## config.mk

```make
export PLATFORM = sky130hd
export DESIGN_NAME = flash_seq_host
export DESIGN_NICKNAME = d
export VERILOG_FILES = /design/src/core/flash_seq_pkg.sv /design/src/core/flash_seq_host.sv
export VERILOG_INCLUDE_DIRS = /design/src /design/src/core
export SDC_FILE = /design/constraint.sdc
export NUM_CORES = 1
export LEC_CHECK = 0
export BUFFER_PORTS_ARGS = -buffer_cell sky130_fd_sc_hd__buf_4
export CORE_ASPECT_RATIO = 0.7
export CORE_MARGIN = 8
export CORE_UTILIZATION = 53
export DETAILED_ROUTE_END_ITERATION = 7
export GPL_TIMING_DRIVEN = 0
export HOLD_SLACK_MARGIN = 0.06
export PLACE_DENSITY_LB_ADDON = 0.08
export SLEW_MARGIN = 20
export SYNTH_ARGS = -nofsm -noshare
export SYNTH_HDL_FRONTEND = slang
export SYNTH_SLANG_ARGS = --single-unit
export TNS_END_PERCENT = 100
```

## constraint.sdc

```tcl
create_clock -name clk -period 10.4 [get_ports clk]
set_input_delay 1.04 -clock clk [delete_from_list [all_inputs] [get_ports clk]]
set_output_delay 1.04 -clock clk [all_outputs]
set_load 0.1 [all_outputs]
```

## src/core/flash_seq_map.svh

```systemverilog
`ifndef FLASH_SEQ_MAP_SVH
`define FLASH_SEQ_MAP_SVH

// ****************************************
// software register offsets
// ****************************************
`define REG_CMD          4'h0
`define REG_ADDR         4'h4
`define REG_WDATA        4'h8
`define REG_STATUS       4'hC
`define REG_RDATA        4'h0
`define REG_RDATA_OFS    4'h0
`define REG_RWORD        4'h4

// ****************************************
// control register fields and reset values
// ****************************************
`define CMD_OP_LSB       0
`define STAT_BUSY        0
`define STAT_REFUSED     1
`define STAT_TIMEOUT     2
`define STAT_MODE        3
`define STAT_BYTE_LSB    8
`define FLASH_STAT_RST   8'h80

// ****************************************
// flash status byte bit positions
// ****************************************
`define ENGINE_READY_BIT          7
`define ERASE_SUSPENDED_BIT       6
`define ERASE_FAIL_BIT            5
`define PROGRAM_FAIL_BIT          4
`define SUPPLY_RANGE_ERROR_BIT    3
`define PROGRAM_SUSPENDED_BIT     2
`define LOCKED_SECTOR_ABORT_BIT   1

// ****************************************
// flash command codes
// ****************************************
`define CODE_PROGRAM     8'h40
`define CODE_ERASE       8'h20
`define CODE_CONFIRM     8'hD0
`define CODE_SUSPEND     8'hB0
`define CODE_STATUS      8'h70
`define CODE_READ_ARRAY  8'hFF
`define CODE_CLEAR       8'h50

// ****************************************
// timing
// ****************************************
`define CLK_PERIOD_NS    100
`define ERASE_SUSP_NS    15000
`define PROG_SUSP_NS     10000
`define ERASE_SUSP_CYC   (`ERASE_SUSP_NS / `CLK_PERIOD_NS)
`define PROG_SUSP_CYC    (`PROG_SUSP_NS / `CLK_PERIOD_NS)

`endif

```

## src/core/flash_seq_pkg.sv

```systemverilog
package flash_seq_pkg;

    typedef enum logic [2:0] {
        ST_IDLE    = 3'h0,
        ST_SETUP   = 3'h1,
        ST_STROBE  = 3'h3,
        ST_RELEASE = 3'h2,
        ST_GAP     = 3'h6
    } state_e;

    typedef enum logic [2:0] {
        OP_NONE    = 3'h0,
        OP_PROGRAM = 3'h1,
        OP_ERASE   = 3'h2,
        OP_SUSPEND = 3'h3,
        OP_RESUME  = 3'h4,
        OP_READ    = 3'h5,
        OP_CLEAR   = 3'h6,
        OP_STATUS  = 3'h7
    } op_e;

endpackage

```

## src/core/flash_seq_host.sv

```systemverilog
// Summary of operation
// [RULE1] program: setup 40, then data word
// [RULE2] each status read opens new chip-enable cycle
// [RULE3] poll until ready bit reads one
// [RULE4] FF returns device to array read
// [RULE5] program errors: supply, program, locked bits
// [RULE6] supply error blocks programs until cleared
// [RULE7] error bits cleared only by 50
// [RULE8] program suspend: B0, 70, poll, check bit2
// [RULE9] suspended program: FF reads, D0 resumes
// [RULE10] erase: 20 then D0 at sector
// [RULE11] bits 4 and 5 mean sequence error
// [RULE12] erase failure bit5, supply bit3
// [RULE13] locked sector erase aborts, sets bit1
// [RULE14] bits 1 or 3 block erases
// [RULE15] erase suspend: B0, 70, poll, bit6
// [RULE16] suspended erase: FF or 40, D0 resumes
// [RULE17] error bits accumulate over operations
// [RULE18] erase suspend done within 15 us
// [RULE19] program suspend done within 10 us
// [RULE20] status sits on low data byte
// [RULE21] status shown until read-array code
// [RULE22] cleared status bits read zero
`timescale 1ns/10ps
`include "flash_seq_map.svh"

module flash_seq_host #(
    parameter int ADDR_W = 20,
    parameter int DATA_W = 16
) (
    // clock and reset
    input  wire logic              clk,
    input  wire logic              sys_rst,
    input  wire logic              clk_en,
    // software register port
    input  wire logic [3:0]        bus_addr,
    input  wire logic [31:0]       bus_wdata,
    input  wire logic              bus_wr,
    input  wire logic              bus_rd,
    output logic      [31:0]       bus_rdata,
    // flash pins
    output logic      [ADDR_W-1:0] flash_addr,
    output logic                   flash_ce_n,
    output logic                   flash_oe_n,
    output logic                   flash_we_n,
    output logic      [DATA_W-1:0] flash_dq_out,
    output logic                   flash_dq_oe,
    input  wire logic [DATA_W-1:0] flash_dq_in
);

    if (DATA_W < 8 || ADDR_W < 1 || ADDR_W > 32) begin : g_bad_width
        $error("flash_seq_host: unsupported width");
    end

    localparam logic [7:0] ERASE_LIM = 8'(`ERASE_SUSP_CYC);
    localparam logic [7:0] PROG_LIM  = 8'(`PROG_SUSP_CYC);

    // ****************************************
    // state
    // ****************************************
    flash_seq_pkg::state_e state;
    flash_seq_pkg::state_e next_state;
    flash_seq_pkg::op_e    op_q;
    logic [ADDR_W-1:0]     addr_reg;
    logic [DATA_W-1:0]     wdata_reg;
    logic [DATA_W-1:0]     rd_word;
    logic [7:0]            status_byte;
    logic [7:0]            poll_cnt;
    logic                  widx;
    logic                  next_widx;
    logic                  rd_q;
    logic                  next_rd;
    logic                  busy;
    logic                  refused;
    logic                  tmo;
    logic                  status_mode;
    logic                  last_erase;
    logic                  accept;
    logic                  refuse;
    flash_seq_pkg::op_e    cmd_op;

    // ****************************************
    // helpers
    // ****************************************
    function automatic logic two_writes(input flash_seq_pkg::op_e op);
        two_writes = (op == flash_seq_pkg::OP_PROGRAM) || (op == flash_seq_pkg::OP_ERASE) ||
                     (op == flash_seq_pkg::OP_SUSPEND);
    endfunction

    function automatic logic needs_read(input flash_seq_pkg::op_e op);
        needs_read = two_writes(op) || (op == flash_seq_pkg::OP_READ) ||
                     (op == flash_seq_pkg::OP_STATUS);
    endfunction

    function automatic logic [DATA_W-1:0] code_for(input flash_seq_pkg::op_e op,
                                                   input logic second,
                                                   input logic [DATA_W-1:0] wd);
        logic [7:0] c;
        c = `CODE_READ_ARRAY;
        case (op)
            flash_seq_pkg::OP_PROGRAM: c = `CODE_PROGRAM;
            flash_seq_pkg::OP_ERASE:   c = second ? `CODE_CONFIRM : `CODE_ERASE;
            flash_seq_pkg::OP_SUSPEND: c = second ? `CODE_STATUS : `CODE_SUSPEND; // RULE8 RULE15
            flash_seq_pkg::OP_RESUME:  c = `CODE_CONFIRM;                         // RULE9 RULE16
            flash_seq_pkg::OP_CLEAR:   c = `CODE_CLEAR;                           // RULE7
            flash_seq_pkg::OP_STATUS:  c = `CODE_STATUS;
            default:                   c = `CODE_READ_ARRAY;                      // RULE4
        endcase
        if (op == flash_seq_pkg::OP_PROGRAM && second) begin
            code_for = wd;
        end else begin
            code_for = DATA_W'(c);
        end
    endfunction

    // ****************************************
    // command acceptance
    // ****************************************
    assign cmd_op = flash_seq_pkg::op_e'(bus_wdata[`CMD_OP_LSB +: 3]);
    // a program under a supply error or an erase under a lock or supply error
    // would only be rejected by the device, so it is never sent
    assign refuse = busy || cmd_op == flash_seq_pkg::OP_NONE ||
                    (cmd_op == flash_seq_pkg::OP_PROGRAM &&
                     status_byte[`SUPPLY_RANGE_ERROR_BIT]) ||                        // RULE6
                    (cmd_op == flash_seq_pkg::OP_ERASE &&
                     (status_byte[`LOCKED_SECTOR_ABORT_BIT] ||
                      status_byte[`SUPPLY_RANGE_ERROR_BIT] ||
                      status_byte[`ERASE_SUSPENDED_BIT]));                          // RULE14
    assign accept = bus_wr && bus_addr == `REG_CMD && !refuse;

    // ****************************************
    // bus cycle sequencer
    // ****************************************
    always_comb begin
        next_state = state;
        next_widx  = widx;
        next_rd    = rd_q;
        case (state)
            flash_seq_pkg::ST_IDLE: begin
                if (accept) begin
                    next_state = flash_seq_pkg::ST_SETUP;
                    next_widx  = 1'b0;
                    next_rd    = 1'b0;
                end
            end
            flash_seq_pkg::ST_SETUP:   next_state = flash_seq_pkg::ST_STROBE;
            flash_seq_pkg::ST_STROBE:  next_state = flash_seq_pkg::ST_RELEASE;
            flash_seq_pkg::ST_RELEASE: next_state = flash_seq_pkg::ST_GAP;
            flash_seq_pkg::ST_GAP: begin
                next_state = flash_seq_pkg::ST_IDLE;
                if (!rd_q && !widx && two_writes(op_q)) begin
                    next_state = flash_seq_pkg::ST_SETUP;                           // RULE1
                    next_widx  = 1'b1;
                end else if (!rd_q && needs_read(op_q)) begin
                    next_state = flash_seq_pkg::ST_SETUP;
                    next_rd    = 1'b1;
                end else if (rd_q && two_writes(op_q) && !tmo &&
                             !status_byte[`ENGINE_READY_BIT]) begin
                    next_state = flash_seq_pkg::ST_SETUP;                           // RULE3
                end
            end
            default: next_state = flash_seq_pkg::ST_IDLE;
        endcase
    end

    always_ff @(posedge clk or posedge sys_rst) begin
        if (sys_rst) begin
            state <= flash_seq_pkg::ST_IDLE;
            widx  <= 1'b0;
            rd_q  <= 1'b0;
            op_q  <= flash_seq_pkg::OP_NONE;
        end else if (clk_en) begin
            state <= next_state;
            widx  <= next_widx;
            rd_q  <= next_rd;
            if (accept) begin
                op_q <= cmd_op;
            end
        end
    end

    // ****************************************
    // pins, registered; strobes and data decoded from the next state, address from addr_reg
    // ****************************************
    // the gap state lifts chip enable, so every poll is a fresh status sample
    always_ff @(posedge clk or posedge sys_rst) begin
        if (sys_rst) begin
            flash_ce_n   <= 1'b1;
            flash_oe_n   <= 1'b1;
            flash_we_n   <= 1'b1;
            flash_dq_oe  <= 1'b0;
            flash_dq_out <= '0;
            flash_addr   <= '0;
        end else if (clk_en) begin
            flash_ce_n  <= next_state == flash_seq_pkg::ST_IDLE ||
                           next_state == flash_seq_pkg::ST_GAP;                     // RULE2
            flash_oe_n  <= !(next_state == flash_seq_pkg::ST_STROBE && next_rd);
            flash_we_n  <= !(next_state == flash_seq_pkg::ST_STROBE && !next_rd);
            flash_dq_oe <= !next_rd && (next_state == flash_seq_pkg::ST_SETUP ||
                                        next_state == flash_seq_pkg::ST_STROBE ||
                                        next_state == flash_seq_pkg::ST_RELEASE);
            flash_addr  <= addr_reg;                                                // RULE10
            if (next_state == flash_seq_pkg::ST_SETUP) begin
                flash_dq_out <= code_for(accept ? cmd_op : op_q, next_widx, wdata_reg);
            end
        end
    end

    // ****************************************
    // captured data and status copy
    // ****************************************
    // only the low byte is status; error bits are kept as read, so the
    // device's accumulation over a series of operations stays visible
    always_ff @(posedge clk or posedge sys_rst) begin
        if (sys_rst) begin
            status_byte <= `FLASH_STAT_RST;
            rd_word     <= '0;
        end else if (clk_en) begin
            if (state == flash_seq_pkg::ST_STROBE && rd_q) begin
                if (op_q == flash_seq_pkg::OP_READ) begin
                    rd_word <= flash_dq_in;
                end else begin
                    status_byte <= flash_dq_in[7:0];                                // RULE20
                end
            end else if (state == flash_seq_pkg::ST_GAP &&
                         op_q == flash_seq_pkg::OP_CLEAR) begin
                status_byte[5:1] <= 5'h0;                                           // RULE22
            end
        end
    end

    // ****************************************
    // control flags and suspend watchdog
    // ****************************************
    always_ff @(posedge clk or posedge sys_rst) begin
        if (sys_rst) begin
            busy        <= 1'b0;
            refused     <= 1'b0;
            tmo         <= 1'b0;
            status_mode <= 1'b0;
            last_erase  <= 1'b0;
            poll_cnt    <= 8'h0;
        end else if (clk_en) begin
            busy <= next_state != flash_seq_pkg::ST_IDLE;
            if (bus_wr && bus_addr == `REG_CMD) begin
                refused <= refuse;
            end
            if (accept) begin
                poll_cnt    <= 8'h0;
                tmo         <= 1'b0;
                status_mode <= cmd_op != flash_seq_pkg::OP_READ &&
                               (cmd_op != flash_seq_pkg::OP_CLEAR || status_mode);  // RULE21
                if (cmd_op == flash_seq_pkg::OP_ERASE) begin
                    last_erase <= 1'b1;
                end else if (cmd_op == flash_seq_pkg::OP_PROGRAM && !status_byte[6]) begin
                    last_erase <= 1'b0;
                end
            end else if (busy && op_q == flash_seq_pkg::OP_SUSPEND) begin
                if (poll_cnt != 8'hFF) begin
                    poll_cnt <= poll_cnt + 8'h1;
                end
                if (poll_cnt >= (last_erase ? ERASE_LIM : PROG_LIM)) begin
                    tmo <= 1'b1;                                                    // RULE18 RULE19
                end
            end
        end
    end

    // ****************************************
    // address and data registers, and register read port
    // ****************************************
    always_ff @(posedge clk or posedge sys_rst) begin
        if (sys_rst) begin
            addr_reg  <= '0;
            wdata_reg <= '0;
            bus_rdata <= 32'h0;
        end else if (clk_en) begin
            if (bus_wr && bus_addr == `REG_ADDR && !busy) begin
                addr_reg <= bus_wdata[ADDR_W-1:0];
            end
            if (bus_wr && bus_addr == `REG_WDATA && !busy) begin
                wdata_reg <= bus_wdata[DATA_W-1:0];
            end
            bus_rdata <= 32'h0;
            if (bus_rd) begin
                case (bus_addr)
                    `REG_ADDR:   bus_rdata <= 32'(addr_reg);
                    `REG_WDATA:  bus_rdata <= 32'(wdata_reg);
                    `REG_STATUS: bus_rdata <= {16'h0, status_byte, 4'h0, status_mode,
                                               tmo, refused, busy};
                    default:     bus_rdata <= 32'(rd_word);
                endcase
            end
        end
    end

    // ****************************************
    // checks
    // ****************************************
    prog_setup_a: assert property (@(posedge clk) disable iff (sys_rst) // RULE1
        (!flash_we_n && op_q == flash_seq_pkg::OP_PROGRAM && !widx)
        |-> flash_dq_out[7:0] == `CODE_PROGRAM)
        else $error("program setup code wrong");
    fresh_read_a: assert property (@(posedge clk) disable iff (sys_rst) // RULE2
        $fell(flash_oe_n) |-> $past(flash_ce_n, 2) && !flash_ce_n)
        else $error("status read without new chip enable");
    poll_again_a: assert property (@(posedge clk) disable iff (sys_rst) // RULE3
        (clk_en && state == flash_seq_pkg::ST_GAP && rd_q && two_writes(op_q) && !tmo &&
         !status_byte[7]) |=> state == flash_seq_pkg::ST_SETUP ##1 !flash_oe_n)
        else $error("busy engine not polled again");
    read_array_a: assert property (@(posedge clk) disable iff (sys_rst) // RULE4
        (!flash_we_n && op_q == flash_seq_pkg::OP_READ) |-> flash_dq_out[7:0] == 8'hFF)
        else $error("read array code wrong");
    supply_block_a: assert property (@(posedge clk) disable iff (sys_rst) // RULE6
        (clk_en && bus_wr && bus_addr == `REG_CMD && !busy && status_byte[3] &&
         bus_wdata[2:0] == 3'h1) |=> !busy && refused)
        else $error("program sent under supply error");
    clear_code_a: assert property (@(posedge clk) disable iff (sys_rst) // RULE7
        (!flash_we_n && op_q == flash_seq_pkg::OP_CLEAR) |-> flash_dq_out[7:0] == 8'h50)
        else $error("clear status code wrong");
    suspend_seq_a: assert property (@(posedge clk) disable iff (sys_rst) // RULE8 RULE15
        (!flash_we_n && op_q == flash_seq_pkg::OP_SUSPEND)
        |-> flash_dq_out[7:0] == (widx ? 8'h70 : 8'hB0))
        else $error("suspend sequence wrong");
    erase_confirm_a: assert property (@(posedge clk) disable iff (sys_rst) // RULE10
        (!flash_we_n && op_q == flash_seq_pkg::OP_ERASE && widx)
        |-> flash_dq_out[7:0] == 8'hD0 && flash_addr == addr_reg)
        else $error("erase confirm wrong");
    erase_block_a: assert property (@(posedge clk) disable iff (sys_rst) // RULE14
        (clk_en && bus_wr && bus_addr == `REG_CMD && (status_byte[1] || status_byte[3]) &&
         bus_wdata[2:0] == 3'h2) |=> refused && $stable(op_q))
        else $error("erase sent under error");
    status_byte_a: assert property (@(posedge clk) disable iff (sys_rst) // RULE20
        (clk_en && state == flash_seq_pkg::ST_STROBE && rd_q &&
         op_q != flash_seq_pkg::OP_READ) |=> status_byte == $past(flash_dq_in[7:0]))
        else $error("status not taken from low byte");

endmodule

```

==> results.md <==
- Status: complete, no violations
- Starting Density: 0.541
- Initial DRC count: ~290
- Total Neg Setup Slack: 0 ns
- Crit. End Element: flip-flop
- Max_slew headroom: 0.409
- Fillers: about 950
- Placement Setup Slack: between 7 and 8 ns
- CP Max Fanout: 10
- Commonest non-fill, non-tap cell in the layout: dfrtp_1
- Most frequent cells in the layout: dfrtp_1, buf_4, mux2_2
- CP Launch Type: input port
- PD cells: between 200 and 300 mW/mm²
- Gr usage total: 0.228
- Final global-route overflow total: 0
- Final Worst Setup Slack: between 7 and 8 ns
- Number of core rows: 34
- Final Hold Viols: 0
- Ys async rst share: 1.00
- Clock latency on the worst-skew pair: around 0.42 ns
- Via Count: ~5,300
- Setup Skew: 0.00668 ns
- Post-Route WL: 18,400 µm
- Antenna violation net count after detailed routing: 0
- First-pass GRT wire length: roughly 29,000 µm
- Critical-path top delay cell: clkbuf_1
- GPL Wtd Cong: roughly 0.9
- Final Cycle Share: 0.251
- Seq/Total Area, Yosys: 0.527
- Tmin final: ~2.6 ns
- CTS Buffer Depth: 2
- Layout area overhead: 25.2%
- EDFF count, synth: 0
- Final Power: 2.22 mW
- CP required: approximately 11 ns
- Synth Flop Type: dfrtp_1
- Peak Freq: approximately 0.38 GHz
- Synth unique cells: 67
- CTS tree: built
- Post-Synthesis Cells: 598
- DRC violation count after routing: 0
- Area of the die: 0.0166 mm²
- Max cap viols: 0
- Seq cells post-synth: roughly 140
- Die width: around 150 µm
- Cell area after synthesis: ~0.0067 mm²
- Bufs and invs on worst path: 4
- Worst path arrival time: between 2 and 3 ns
- RSZ-0062 raised after global routing: no
- Post-DP HPWL: roughly 13,000 µm
- Vias per inst: slightly below 6
- Post-CTS Setup Bufs: 0
- Storage element area: between 0.003 and 0.004 mm²
- Vias in the first global route: between 5,000 and 6,000
- Detailed Routing Iterations Pass 1: 4
- Crit path max-delay family: buffers and inverters
- Cell mode on critical path: clkbuf_1
- Least-Margin Pin Slew: a little under 0.9 ns
- Slowest stage delay, CP: around 0.65 ns
- Syn_area_per_cell: about 11 µm²
- Core ar.: approximately 0.012 mm²
- Clk slew on worst S/H paths: ~0.060 ns
- Clock Sinks: approximately 140
- Synthesis Warnings: 0
- Initial antenna violation count: 0
- Die height: about 110 µm
- Setup CP Type: in2reg
- Fraction of layout cells with a size suffix above 1: 0.365
- Clock root buffer: clkbuf_16
- Port Buffers: between 100 and 150
- Worst vdd ir: between 150 and 200 µV
- Cells along the critical path: buf_4 -> clkbuf_1 -> clkbuf_1 -> clkbuf_1 -> nor2_1 -> a41oi_1
- Cts hold-fix bufs: 0
- Slew Limit Fails: 0
- # IOs: 129
- CTS resizes: 0
- DR WL/cell: slightly above 20 µm
- Final nets: ~800
- Hold/Removal Path Class: reg2reg
- Reg2reg setup slack: 8.18 ns
- Largest net degree at the start of global routing: 99
- CTS HTree Levels: 4
- Final setup fails: 0
- CTS Buf Count: 17
- Static Leak: 4.03 nW
- # diodes: 0
- Area taken by multi-input logic gates: 0.00287 mm²
-- worst register-to-register path, cell delays in order, from the launching register on --
cell and delay [ns]:
dfrtp_1 0.40, buf_6 0.15, or3_1 0.39, a21oi_2 0.33, o221ai_2 0.38, nor3b_1 0.33, a21oi_1 0.12
-- logic make-up after synthesis --
family | share of synthesized area
compound gates | 0.126
flops | 0.527
xor+xnor | 0.00523
fa+ha+maj | 0.0112
mux | 0.171
simple gates | 0.109
buf+inv | 0.0500
other cells | 0.000560
-- power breakdown --
group	switching, mW	internal, mW	total, mW
sequential	0.0934	0.666	0.760
clock	0.251	0.406	0.657
combinational	0.582	0.225	0.806
total	0.926	1.30	2.22
-- worst paths after layout --
| check | startpoint | to | cells past startpoint |
|---|---|---|---|
| min in group asynchronous | sys_rst | poll_cnt[7] | 2 |
| worst min register to register | flash_dq_out[10] | flash_dq_out[10] | 2 |
| max in group asynchronous | sys_rst | status_byte[7] | 3 |
| worst max register to register | op_q[2] | flash_dq_out[4] | 6 |
| worst max-delay path | clk_en | flash_oe_n | 6 |
| worst min-delay path | flash_dq_out[10] | flash_dq_out[10] | 2 |
-- final cells by class --
class / count / area share
Buffer: 42 / 0.0288
Tap cell: 162 / 0.0242
Multi-Input combinational cell: 401 / 0.342
Inverter: 25 / 0.0121
Sequential cell: 141 / 0.421
Clock buffer: 17 / 0.0507
Timing Repair Buffer: 105 / 0.0963
Clock inverter: 14 / 0.0245
-- per-layer routing --
layer  share of wire  wire length, µm  vias to the layer above  global-route usage
met3           0.076             1390                       24              0.0624
met1            0.45             8210                     2668               0.303
met4           0.016              297                        0              0.0732
met5               0                0                        -                   0
met2            0.46             8460                      204               0.360
li1                -                -                     2396                   -
-- through the flow --
stage	cells	util	hold WS, ns	instance area (µm²)
global route	907	0.678	0.516	8390
global placement	875	0.624	0.475	7730
floorplan	609	-	0.450	6740
finish	907	0.678	0.488	8390
CTS	907	0.678	0.492	8390
detailed placement	876	0.627	0.478	7760
-- cells in the mapped netlist, types with 2 or more instances --
library cell | count | area [µm²]
dfrtp_1 | 137 | 3430
mux2_2 | 94 | 1060
nand2_1 | 55 | 206
o21ai_0 | 42 | 210
nor2_1 | 32 | 120
a21oi_1 | 25 | 125
inv_1 | 25 | 93.8
clkbuf_1 | 18 | 67.6
buf_4 | 12 | 90.1
nand3_1 | 10 | 50.1
o22ai_1 | 10 | 62.6
o21ai_1 | 9 | 45.0
a22o_1 | 8 | 70.1
a22oi_1 | 8 | 60.1
buf_2 | 7 | 35.0
mux2i_1 | 7 | 70.1
nand4_1 | 7 | 43.8
ha_1 | 6 | 75.1
nor2b_1 | 5 | 31.3
buf_6 | 4 | 45.0
dfstp_2 | 4 | 105
nor3b_1 | 4 | 30.0
o21a_1 | 4 | 30.0
and2_1 | 3 | 18.8
and3_1 | 3 | 18.8
and4b_1 | 3 | 30.0
nand2b_1 | 3 | 18.8
nor3_1 | 3 | 15.0
o22a_1 | 3 | 26.3
or3_1 | 3 | 18.8
xor2_1 | 3 | 26.3
a21oi_2 | 2 | 17.5
a31oi_1 | 2 | 12.5
a41oi_1 | 2 | 17.5
nand3b_1 | 2 | 15.0
o211ai_1 | 2 | 15.0
Note: power is estimated with default switching activity, not from simulation.
